### src/sdil_consts.svh
// Register indices, field positions, reset values and codes of the interrupt logic
`ifndef SDIL_CONSTS_SVH
`define SDIL_CONSTS_SVH

`define SDIL_IDX_SUMMARY   8'h02
`define SDIL_IDX_TX_CTRL   8'h08
`define SDIL_IDX_FLAGS     8'h0A
`define SDIL_IDX_MASK      8'h0B
`define SDIL_IDX_MODE      8'h0C

`define SDIL_BIT_XFER      0
`define SDIL_BIT_SLIP      1
`define SDIL_BIT_READY     4
`define SDIL_BIT_FASTER    5
`define SDIL_EVT_BITS      8'h33

`define SDIL_BIT_COPY_DIS  0
`define SDIL_BIT_SLIP_FRC  1
`define SDIL_CTRL_BITS     8'h03

`define SDIL_BIT_TX_SUM    0
`define SDIL_BIT_CONV_SUM  1

`define SDIL_MASK_RST      8'h00
`define SDIL_MODE_RST      8'h00
`define SDIL_FLAGS_RST     8'h00
`define SDIL_CTRL_RST      8'h00

`endif

### src/sdil_pkg.sv
// Types of the interrupt logic
package sdil_pkg;

  typedef enum logic [1:0]
  {
    SDIL_TRIG_RISE  = 2'h0,
    SDIL_TRIG_FALL  = 2'h1,
    SDIL_TRIG_LEVEL = 2'h2,
    SDIL_TRIG_RSVD  = 2'h3
  } sdil_trig_mode_t;

  typedef struct packed
  {
    logic prev;
  } sdil_trig_state_t;

  typedef struct packed
  {
    logic [7:0]  mask;
    logic [7:0]  mode;
    logic [7:0]  flags;
    logic [7:0]  ctrl;
    logic [31:0] prdata;
  } sdil_state_t;

endpackage

### src/sdil_trig_if.sv
// Carrier between an event source and its trigger detector
`timescale 1ns/1ps
interface sdil_trig_if;
  import sdil_pkg::*;

  logic            src_level;
  sdil_trig_mode_t mode;
  logic            hit;

  modport det (input src_level, input mode, output hit);
  modport ctl (output src_level, output mode, input hit);
endinterface

### src/sdil_trigger.sv
// Trigger detector for one event: rising, falling or level
`timescale 1ns/1ps
module sdil_trigger
  import sdil_pkg::*;
(
  input  logic       pclk,
  input  logic       presetn,
  sdil_trig_if.det   port
);

  sdil_trig_state_t st_reg;
  sdil_trig_state_t st_next;

  always_comb
  begin
    st_next      = st_reg;
    st_next.prev = port.src_level;
  end

  always_ff @(posedge pclk or negedge presetn)
  begin
    if (!presetn)
    begin
      st_reg <= '0;
    end
    else
    begin
      st_reg <= st_next;
    end
  end

  // Mode decode, reserved code never fires
  always_comb
  begin
    case (port.mode)
      SDIL_TRIG_RISE:  port.hit = port.src_level & ~st_reg.prev; // RULE_12
      SDIL_TRIG_FALL:  port.hit = ~port.src_level & st_reg.prev; // RULE_12
      SDIL_TRIG_LEVEL: port.hit = port.src_level;                // RULE_13
      default:         port.hit = 1'b0;
    endcase
  end

  property p_rise_edge;
    @(posedge pclk) disable iff (!presetn)
    (port.mode == SDIL_TRIG_RISE)
      |-> (port.hit == (port.src_level && !($past(port.src_level) && $past(presetn))));
  endproperty
  a_rise_edge: assert property (p_rise_edge) else $error("rising trigger mismatch"); // RULE_12

  property p_fall_edge;
    @(posedge pclk) disable iff (!presetn)
    (port.mode == SDIL_TRIG_FALL)
      |-> (port.hit == (!port.src_level && $past(port.src_level) && $past(presetn)));
  endproperty
  a_fall_edge: assert property (p_fall_edge) else $error("falling trigger mismatch"); // RULE_13

  property p_reserved_quiet;
    @(posedge pclk) disable iff (!presetn)
    (port.mode == SDIL_TRIG_RSVD) |-> !port.hit;
  endproperty
  a_reserved_quiet: assert property (p_reserved_quiet) else $error("reserved mode fired"); // RULE_12

endmodule

### src/sdil_top.sv
// Interrupt logic of the rate converter and transmitter with APB registers
//
// Summary of operation
// RULE_01: Enabled buffer copy sets transfer flag
// RULE_02: Unmasked transfer flag drives irq and summary
// RULE_03: Slip or block start sets slip flag
// RULE_04: Forced block start slip acts as slip
// RULE_05: Unmasked transmitter event sets transmitter summary
// RULE_06: Both estimators done sets estimator flag
// RULE_07: Input faster than output sets direction flag
// RULE_08: Unmasked converter event drives irq and summary
// RULE_09: Mask bits at 5, 4, 1, 0
// RULE_10: Mask zero blocks, one enables, reset zero
// RULE_11: Mode fields at 7:6, 5:4, 3:2, 1:0
// RULE_12: Transmitter modes: rise, fall, level, reserved
// RULE_13: Converter modes use same encoding
// RULE_14: Unused bits read zero, ignore writes
`timescale 1ns/1ps
`include "sdil_consts.svh"
module sdil_top
  import sdil_pkg::*;
#(
  parameter int ADDR_W = 12
)
(
  input  logic              pclk,
  input  logic              presetn,
  input  logic              psel,
  input  logic              penable,
  input  logic              pwrite,
  input  logic [ADDR_W-1:0] paddr,
  input  logic [31:0]       pwdata,
  output logic [31:0]       prdata,
  output logic              pready,
  output logic              pslverr,
  input  logic              tx_xfer_event,
  input  logic              tx_slip_detect,
  input  logic              estimators_done,
  input  logic              input_faster,
  output logic              irq_n,
  output logic              tx_buffer_copy_disable,
  output logic              block_start_slip_force
);

  sdil_state_t       st_reg;
  sdil_state_t       st_next;
  logic [3:0]        evt_src;
  logic [3:0]        evt_hit;
  logic [7:0]        evt_set;
  logic [7:0]        pend;
  logic              tx_summary;
  logic              conv_summary;
  logic [ADDR_W-3:0] word;
  logic              addr_ok;
  logic              wr_acc;
  logic              rd_setup;

  // Event sources
  assign evt_src[0] = tx_xfer_event & ~st_reg.ctrl[`SDIL_BIT_COPY_DIS]; // RULE_01
  assign evt_src[1] = tx_slip_detect | st_reg.ctrl[`SDIL_BIT_SLIP_FRC]; // RULE_03 RULE_04
  assign evt_src[2] = estimators_done;                                  // RULE_06
  assign evt_src[3] = input_faster;                                     // RULE_07

  // One trigger detector per event, mode field 2i+1:2i
  genvar gi;
  generate
    for (gi = 0; gi < 4; gi++)
    begin : g_evt
      sdil_trig_if u_if ();
      assign u_if.src_level = evt_src[gi];
      assign u_if.mode      = sdil_trig_mode_t'(st_reg.mode[2*gi +: 2]); // RULE_11
      assign evt_hit[gi]    = u_if.hit;
      sdil_trigger u_trig
      (
        .pclk    (pclk),
        .presetn (presetn),
        .port    (u_if.det)
      );
    end
  endgenerate

  // Place the hits at their flag positions
  assign evt_set = {2'b00, evt_hit[3], evt_hit[2], 2'b00, evt_hit[1], evt_hit[0]}; // RULE_09

  assign pend         = st_reg.flags & st_reg.mask;                                     // RULE_10
  assign tx_summary   = pend[`SDIL_BIT_XFER] | pend[`SDIL_BIT_SLIP];                    // RULE_05
  assign conv_summary = pend[`SDIL_BIT_READY] | pend[`SDIL_BIT_FASTER];                 // RULE_08
  assign irq_n        = ~(tx_summary | conv_summary);                                   // RULE_02 RULE_08

  // Bus decode
  assign word     = paddr[ADDR_W-1:2];
  assign wr_acc   = psel & penable & pwrite & addr_ok;
  assign rd_setup = psel & ~penable & ~pwrite;

  always_comb
  begin
    addr_ok = 1'b0;
    if (paddr[1:0] == 2'h0)
    begin
      case (word)
        (ADDR_W-2)'(`SDIL_IDX_SUMMARY): addr_ok = 1'b1;
        (ADDR_W-2)'(`SDIL_IDX_TX_CTRL): addr_ok = 1'b1;
        (ADDR_W-2)'(`SDIL_IDX_FLAGS):   addr_ok = 1'b1;
        (ADDR_W-2)'(`SDIL_IDX_MASK):    addr_ok = 1'b1;
        (ADDR_W-2)'(`SDIL_IDX_MODE):    addr_ok = 1'b1;
        default:                        addr_ok = 1'b0;
      endcase
    end
  end

  assign pready  = 1'b1;
  assign pslverr = psel & penable & ~addr_ok;
  assign prdata  = st_reg.prdata;

  assign tx_buffer_copy_disable = st_reg.ctrl[`SDIL_BIT_COPY_DIS];
  assign block_start_slip_force = st_reg.ctrl[`SDIL_BIT_SLIP_FRC];

  always_comb
  begin
    st_next = st_reg;
    // Flags are sticky; a new event wins over a write-one clear
    if (wr_acc && word == (ADDR_W-2)'(`SDIL_IDX_FLAGS))
    begin
      st_next.flags = st_reg.flags & ~(pwdata[7:0] & `SDIL_EVT_BITS);
    end
    st_next.flags = st_next.flags | (evt_set & st_reg.mask); // RULE_01 RULE_03 RULE_06 RULE_07
    if (wr_acc && word == (ADDR_W-2)'(`SDIL_IDX_MASK))
    begin
      st_next.mask = pwdata[7:0] & `SDIL_EVT_BITS; // RULE_09 RULE_14
    end
    if (wr_acc && word == (ADDR_W-2)'(`SDIL_IDX_MODE))
    begin
      st_next.mode = pwdata[7:0]; // RULE_11
    end
    if (wr_acc && word == (ADDR_W-2)'(`SDIL_IDX_TX_CTRL))
    begin
      st_next.ctrl = pwdata[7:0] & `SDIL_CTRL_BITS; // RULE_14
    end
    // Read data is captured in the setup cycle
    if (rd_setup)
    begin
      st_next.prdata = 32'h0000_0000;
      if (paddr[1:0] == 2'h0)
      begin
        case (word)
          (ADDR_W-2)'(`SDIL_IDX_SUMMARY):
          begin
            st_next.prdata[`SDIL_BIT_TX_SUM]   = tx_summary;   // RULE_05
            st_next.prdata[`SDIL_BIT_CONV_SUM] = conv_summary; // RULE_08
          end
          (ADDR_W-2)'(`SDIL_IDX_TX_CTRL):
          begin
            st_next.prdata[7:0] = st_reg.ctrl;
          end
          (ADDR_W-2)'(`SDIL_IDX_FLAGS):
          begin
            st_next.prdata[7:0] = st_reg.flags;
          end
          (ADDR_W-2)'(`SDIL_IDX_MASK):
          begin
            st_next.prdata[7:0] = st_reg.mask;
          end
          (ADDR_W-2)'(`SDIL_IDX_MODE):
          begin
            st_next.prdata[7:0] = st_reg.mode;
          end
          default:
          begin
            st_next.prdata = 32'h0000_0000;
          end
        endcase
      end
    end
  end

  always_ff @(posedge pclk or negedge presetn)
  begin
    if (!presetn)
    begin
      st_reg.mask   <= `SDIL_MASK_RST; // RULE_10
      st_reg.mode   <= `SDIL_MODE_RST; // RULE_12
      st_reg.flags  <= `SDIL_FLAGS_RST;
      st_reg.ctrl   <= `SDIL_CTRL_RST;
      st_reg.prdata <= 32'h0000_0000;
    end
    else
    begin
      st_reg <= st_next;
    end
  end

  property p_xfer_sets;
    @(posedge pclk) disable iff (!presetn)
    (evt_hit[0] && st_reg.mask[`SDIL_BIT_XFER]) |=> st_reg.flags[`SDIL_BIT_XFER];
  endproperty
  a_xfer_sets: assert property (p_xfer_sets) else $error("transfer flag not set"); // RULE_01

  property p_copy_disable;
    @(posedge pclk) disable iff (!presetn)
    st_reg.ctrl[`SDIL_BIT_COPY_DIS] |-> !evt_src[0];
  endproperty
  a_copy_disable: assert property (p_copy_disable) else $error("disabled copy raised event"); // RULE_01

  property p_xfer_irq;
    @(posedge pclk) disable iff (!presetn)
    (st_reg.flags[`SDIL_BIT_XFER] && st_reg.mask[`SDIL_BIT_XFER]) |-> (!irq_n && tx_summary);
  endproperty
  a_xfer_irq: assert property (p_xfer_irq) else $error("transfer irq missing"); // RULE_02

  property p_slip_sets;
    @(posedge pclk) disable iff (!presetn)
    (evt_hit[1] && st_reg.mask[`SDIL_BIT_SLIP]) |=> st_reg.flags[`SDIL_BIT_SLIP];
  endproperty
  a_slip_sets: assert property (p_slip_sets) else $error("slip flag not set"); // RULE_03

  property p_force_irq;
    @(posedge pclk) disable iff (!presetn)
    (st_reg.ctrl[`SDIL_BIT_SLIP_FRC] && st_reg.mode[3:2] == SDIL_TRIG_LEVEL
      && st_reg.mask[`SDIL_BIT_SLIP] && !(wr_acc && word == (ADDR_W-2)'(`SDIL_IDX_MASK))) |=> !irq_n;
  endproperty
  a_force_irq: assert property (p_force_irq) else $error("forced slip gave no irq"); // RULE_04

  property p_tx_summary;
    @(posedge pclk) disable iff (!presetn)
    tx_summary == (|(st_reg.flags[1:0] & st_reg.mask[1:0]));
  endproperty
  a_tx_summary: assert property (p_tx_summary) else $error("tx summary wrong"); // RULE_05

  property p_ready_sets;
    @(posedge pclk) disable iff (!presetn)
    (evt_hit[2] && st_reg.mask[`SDIL_BIT_READY]) |=> st_reg.flags[`SDIL_BIT_READY];
  endproperty
  a_ready_sets: assert property (p_ready_sets) else $error("estimator flag not set"); // RULE_06

  property p_faster_sets;
    @(posedge pclk) disable iff (!presetn)
    (evt_hit[3] && st_reg.mask[`SDIL_BIT_FASTER]) |=> st_reg.flags[`SDIL_BIT_FASTER];
  endproperty
  a_faster_sets: assert property (p_faster_sets) else $error("direction flag not set"); // RULE_07

  property p_conv_irq;
    @(posedge pclk) disable iff (!presetn)
    (|(st_reg.flags[5:4] & st_reg.mask[5:4])) |-> (!irq_n && conv_summary);
  endproperty
  a_conv_irq: assert property (p_conv_irq) else $error("converter irq missing"); // RULE_08

  property p_mask_layout;
    @(posedge pclk) disable iff (!presetn)
    (st_reg.mask & ~`SDIL_EVT_BITS) == 8'h00;
  endproperty
  a_mask_layout: assert property (p_mask_layout) else $error("mask reserved bit set"); // RULE_09

  property p_masked_no_set;
    @(posedge pclk) disable iff (!presetn)
    $rose(st_reg.flags[`SDIL_BIT_READY]) |-> $past(st_reg.mask[`SDIL_BIT_READY]);
  endproperty
  a_masked_no_set: assert property (p_masked_no_set) else $error("masked event set flag"); // RULE_10

  property p_mode_store;
    @(posedge pclk) disable iff (!presetn)
    (wr_acc && word == (ADDR_W-2)'(`SDIL_IDX_MODE)) |=> st_reg.mode == $past(pwdata[7:0]);
  endproperty
  a_mode_store: assert property (p_mode_store) else $error("mode write lost"); // RULE_11

  property p_unused_zero;
    @(posedge pclk) disable iff (!presetn)
    ((st_reg.flags & ~`SDIL_EVT_BITS) == 8'h00) && ((st_reg.ctrl & ~`SDIL_CTRL_BITS) == 8'h00);
  endproperty
  a_unused_zero: assert property (p_unused_zero) else $error("unused bit set"); // RULE_14

  property p_set_beats_clear;
    @(posedge pclk) disable iff (!presetn)
    (wr_acc && word == (ADDR_W-2)'(`SDIL_IDX_FLAGS) && evt_hit[0] && st_reg.mask[0])
      |=> st_reg.flags[`SDIL_BIT_XFER];
  endproperty
  a_set_beats_clear: assert property (p_set_beats_clear) else $error("event lost on clear"); // RULE_01

  property p_slip_irq;
    @(posedge pclk) disable iff (!presetn)
    (st_reg.flags[`SDIL_BIT_SLIP] && st_reg.mask[`SDIL_BIT_SLIP]) |-> (!irq_n && tx_summary);
  endproperty
  a_slip_irq: assert property (p_slip_irq) else $error("slip irq missing"); // RULE_04

  property p_irq_idle;
    @(posedge pclk) disable iff (!presetn)
    ((st_reg.flags & st_reg.mask) == 8'h00) |-> irq_n;
  endproperty
  a_irq_idle: assert property (p_irq_idle) else $error("irq without pending event"); // RULE_10

  property p_mask_store;
    @(posedge pclk) disable iff (!presetn)
    (wr_acc && word == (ADDR_W-2)'(`SDIL_IDX_MASK))
      |=> st_reg.mask == ($past(pwdata[7:0]) & `SDIL_EVT_BITS);
  endproperty
  a_mask_store: assert property (p_mask_store) else $error("mask write lost"); // RULE_09

  property p_ctrl_store;
    @(posedge pclk) disable iff (!presetn)
    (wr_acc && word == (ADDR_W-2)'(`SDIL_IDX_TX_CTRL))
      |=> st_reg.ctrl == ($past(pwdata[7:0]) & `SDIL_CTRL_BITS);
  endproperty
  a_ctrl_store: assert property (p_ctrl_store) else $error("control write lost"); // RULE_14

  property p_flag_clear;
    @(posedge pclk) disable iff (!presetn)
    (wr_acc && word == (ADDR_W-2)'(`SDIL_IDX_FLAGS) && pwdata[`SDIL_BIT_READY]
      && !(evt_hit[2] && st_reg.mask[`SDIL_BIT_READY])) |=> !st_reg.flags[`SDIL_BIT_READY];
  endproperty
  a_flag_clear: assert property (p_flag_clear) else $error("estimator flag not cleared"); // RULE_06

  property p_flag_sticky;
    @(posedge pclk) disable iff (!presetn)
    (st_reg.flags[`SDIL_BIT_FASTER] && !(wr_acc && word == (ADDR_W-2)'(`SDIL_IDX_FLAGS)))
      |=> st_reg.flags[`SDIL_BIT_FASTER];
  endproperty
  a_flag_sticky: assert property (p_flag_sticky) else $error("direction flag dropped"); // RULE_07

  property p_masked_xfer;
    @(posedge pclk) disable iff (!presetn)
    $rose(st_reg.flags[`SDIL_BIT_XFER]) |-> $past(st_reg.mask[`SDIL_BIT_XFER]);
  endproperty
  a_masked_xfer: assert property (p_masked_xfer) else $error("masked transfer set flag"); // RULE_10

  property p_read_flags;
    @(posedge pclk) disable iff (!presetn)
    (rd_setup && paddr[1:0] == 2'h0 && word == (ADDR_W-2)'(`SDIL_IDX_FLAGS))
      |=> prdata == {24'h000000, $past(st_reg.flags)};
  endproperty
  a_read_flags: assert property (p_read_flags) else $error("flags read wrong"); // RULE_14

  property p_read_summary;
    @(posedge pclk) disable iff (!presetn)
    (rd_setup && paddr[1:0] == 2'h0 && word == (ADDR_W-2)'(`SDIL_IDX_SUMMARY))
      |=> prdata == {30'h00000000, $past(conv_summary), $past(tx_summary)};
  endproperty
  a_read_summary: assert property (p_read_summary) else $error("summary read wrong"); // RULE_05

  property p_read_mode;
    @(posedge pclk) disable iff (!presetn)
    (rd_setup && paddr[1:0] == 2'h0 && word == (ADDR_W-2)'(`SDIL_IDX_MODE))
      |=> prdata == {24'h000000, $past(st_reg.mode)};
  endproperty
  a_read_mode: assert property (p_read_mode) else $error("mode read wrong"); // RULE_11

  property p_bad_addr_ignored;
    @(posedge pclk) disable iff (!presetn)
    (psel && penable && pwrite && !addr_ok)
      |=> ($stable(st_reg.mask) && $stable(st_reg.mode) && $stable(st_reg.ctrl));
  endproperty
  a_bad_addr_ignored: assert property (p_bad_addr_ignored) else $error("unmapped write landed"); // RULE_14

endmodule

### config.mk
export PLATFORM = sky130hd
export DESIGN_NAME = sdil_top
export DESIGN_NICKNAME = d
export VERILOG_FILES = /design/src/sdil_pkg.sv /design/src/sdil_trig_if.sv /design/src/sdil_trigger.sv /design/src/sdil_top.sv
export VERILOG_INCLUDE_DIRS = /design/src /design/src/src
export SDC_FILE = /design/constraint.sdc
export NUM_CORES = 1
export LEC_CHECK = 0
export ABC_CLOCK_PERIOD_IN_PS = 1200
export BUFFER_PORTS_ARGS = -buffer_cell sky130_fd_sc_hd__buf_2
export CAP_MARGIN = 10
export CORE_MARGIN = 2
export CORE_UTILIZATION = 42
export CTS_BUF_LIST = sky130_fd_sc_hd__clkbuf_4
export DETAILED_ROUTE_END_ITERATION = 7
export GPL_TIMING_DRIVEN = 0
export HOLD_SLACK_MARGIN = 0.1
export PLACE_DENSITY = 0.87
export SYNTH_ARGS = -nofsm -noshare
export SYNTH_HDL_FRONTEND = slang
export SYNTH_SLANG_ARGS = --single-unit
### constraint.sdc
create_clock -name pclk -period 1.2 [get_ports pclk]
set_clock_uncertainty 0.05 [all_clocks]
set_input_delay 0.12 -clock pclk [delete_from_list [all_inputs] [get_ports pclk]]
set_output_delay 0.12 -clock pclk [all_outputs]
set_load 0.02 [all_outputs]
==> results.ini <==
[placement]
gp_congestion=0.819
place_area_um2=2130
dp_hpwl_um=2750
port_buffers=40

[floorplan]
die_y_um=68.9
ios=90
row_count=23
initial_utilization=0.439
core_um2=4030
fp.dieW_um=68.9
die-area_um2=4750

[detailed_routing]
final_antenna_net_count=0
drt-vias-per-instance=4.72
routed_wl_um=4130
wl_per_cell_um=12.9
drt_iter0_drc=76
drc=0
drt_pass1_iterations=5
vias=1506

[layout]
fin_util=0.648
drive_above_1_share=0.520
layout.nets=321
fin_area_um2=2610
layout-area-overhead-vs-synth_pct=47.4
antennaDiodeCount=0

[setup_path]
arrival_ps=1330
r2r_slack_ps=-210
worstSetupPathType=reg2out
cp-end-kind=output port
crit_fanout=2
cp.required_ps=1030
cp-start-kind=flip-flop

[sta]
fin_crit_sh=1.25
fin_hold_ws_ps=-6.36
maxSlewViolCount=0
maxSlewHeadroom=0.562
worst_slew_pin_slew_ps=658
setup_violations=27
rsz0062_at_grt=yes
period_minus_slack_ps=1500
worst_slack_ps=-297
max_freq_mhz=668
hold_violations=1

[power_and_ir_drop]
ir_drop_v=0.000480
p_per_area_nw_per_um2=831
leakage_nw=1.39

[synth]
yosys-top-cells-count=buf_4 (33), dfrtp_1 (30), nand2_1 (14)
synth-async-reset-ratio=1.00
ys_top_cells_by_area=dfrtp_1 (42%), buf_4 (14%), mux2_2 (7.6%), a22o_1 (4.5%), nand2_1 (3.0%)
synth_edf_count=0
synth_area_leader_cell=dfrtp_1
synthFlopType=dfrtp_1
yosys_warnings=0
synth_most_common_cell=buf_4
ys_seq_area_frac=0.424
yosys_register_bits=30
postSynthAreaPerCell_um2=10.7
synthDistinctLibCells=36
synth.top_cell.area_share=0.424
synth_cells=165
synthesis.area_um2=1770

[flow_run]
maxCapViolations=0

[cts]
cts_hold_buf=13
clk_pin_slew_ps=100
cts_tree=built
clockBufferDepth=2
htreeDepth=2
clk_latency_ps=340
cts_sinks=30
cts_buffers=5
cts_root_buffer=clkbuf_4

[grt]
grt_pass1_vias=1452
grt_overflow=0
track_usage=0.182
grt_max_degree=31
antenna_found_initial=0
grt_pass1_wl_um=6270

[run_status]
violations=negative hold slack, negative setup slack
status=finished, violations left

[worst_hold_path]
hp-class=in2reg

[path summary, 6_finish.rpt]
kind / startpoint / endpoint / cells after the start
hold / removal: tx_xfer_event / g_evt[0].u_trig.st_reg / 2
min in group asynchronous: presetn / g_evt[3].u_trig.st_reg / 2
setup reg to reg: tx_buffer_copy_disable / prdata[0] / 5
max in group asynchronous: presetn / tx_buffer_copy_disable / 2
hold reg to reg: prdata[2] / prdata[2] / 1
setup / recovery: st_reg[61] / irq_n / 3
[worst max-delay path: stages (launching register included)]
cell and delay [ps]:
dfrtp_1 390, a22o_1 250, and3b_1 230, buf_6 120
[final cells by class]
class	count	area, um2
fill	320	1420
multi-input combinational	120	907
sequential	30	752
timing repair buffer	73	543
buffer	35	256
tap	50	62.6
clock inverter	3	40.0
clock buffer	5	37.5
inverter	3	11.3
[placed cells by master, fill, tap and decap left out, types with 4 or more instances in the layout]
cell and count:
a22o_1 9, buf_2 34, buf_4 48, buf_6 12, clkbuf_4 5, conb_1 25, dfrtp_1 29, dlygate4sd3_1 13
mux2_2 11, mux2_4 4, mux2i_1 4, nand2_1 10, nand2_2 4, nand2b_1 7, nor2_1 5, o21ai_1 5
[power by group]
group	internal, mW	switching, mW
sequential	1.02	0.00301
combinational	0.159	0.191
clock	0.431	0.365
total	1.61	0.559
[timing repair]
item | 4_1_cts | 5_1_grt
buffers inserted | 14 | 6
endpoints found under the hold margin | 54 | 1
pin swaps | 11 | 9
endpoints found under the setup margin | 21 | 35
resized for setup | 21 | 14
[routing by layer]
layer | share of wire | wire length [um] | GRT usage | vias up
met4 | 0.012 | 50 | 0.0686 | 0
met2 | 0.56 | 2290 | 0.331 | 52
met3 | 0.062 | 257 | 0.0455 | 6
met1 | 0.37 | 1520 | 0.204 | 716
met5 | 0 | 0 | 0 | -
li1 | - | - | - | 732
[kinds of logic after synthesis]
family,synth area share
buffers and inverters,0.151
AO/OA/AOI/OAI,0.104
multiplexers,0.124
other,0.00424
flip-flops,0.424
AND/OR/NAND/NOR,0.192
[stage by stage]
step / setup slack [ps] / TNS, ps / hold WS (ps) / total power [mW] / instances
detailed placement: -497 / -10670 / 142 / 1.33 / 278
global placement: -480 / -10060 / 121 / 1.32 / 278
finish: -297 / -4160 / -6.36 / 2.17 / 319
floorplan: -301 / -5320 / -226 / 1.24 / 188
global route: -327 / -5030 / -9.68 / 2.25 / 319
CTS: -304 / -3380 / -16.7 / 2.16 / 313
Note: power is estimated with default switching activity, not from simulation.
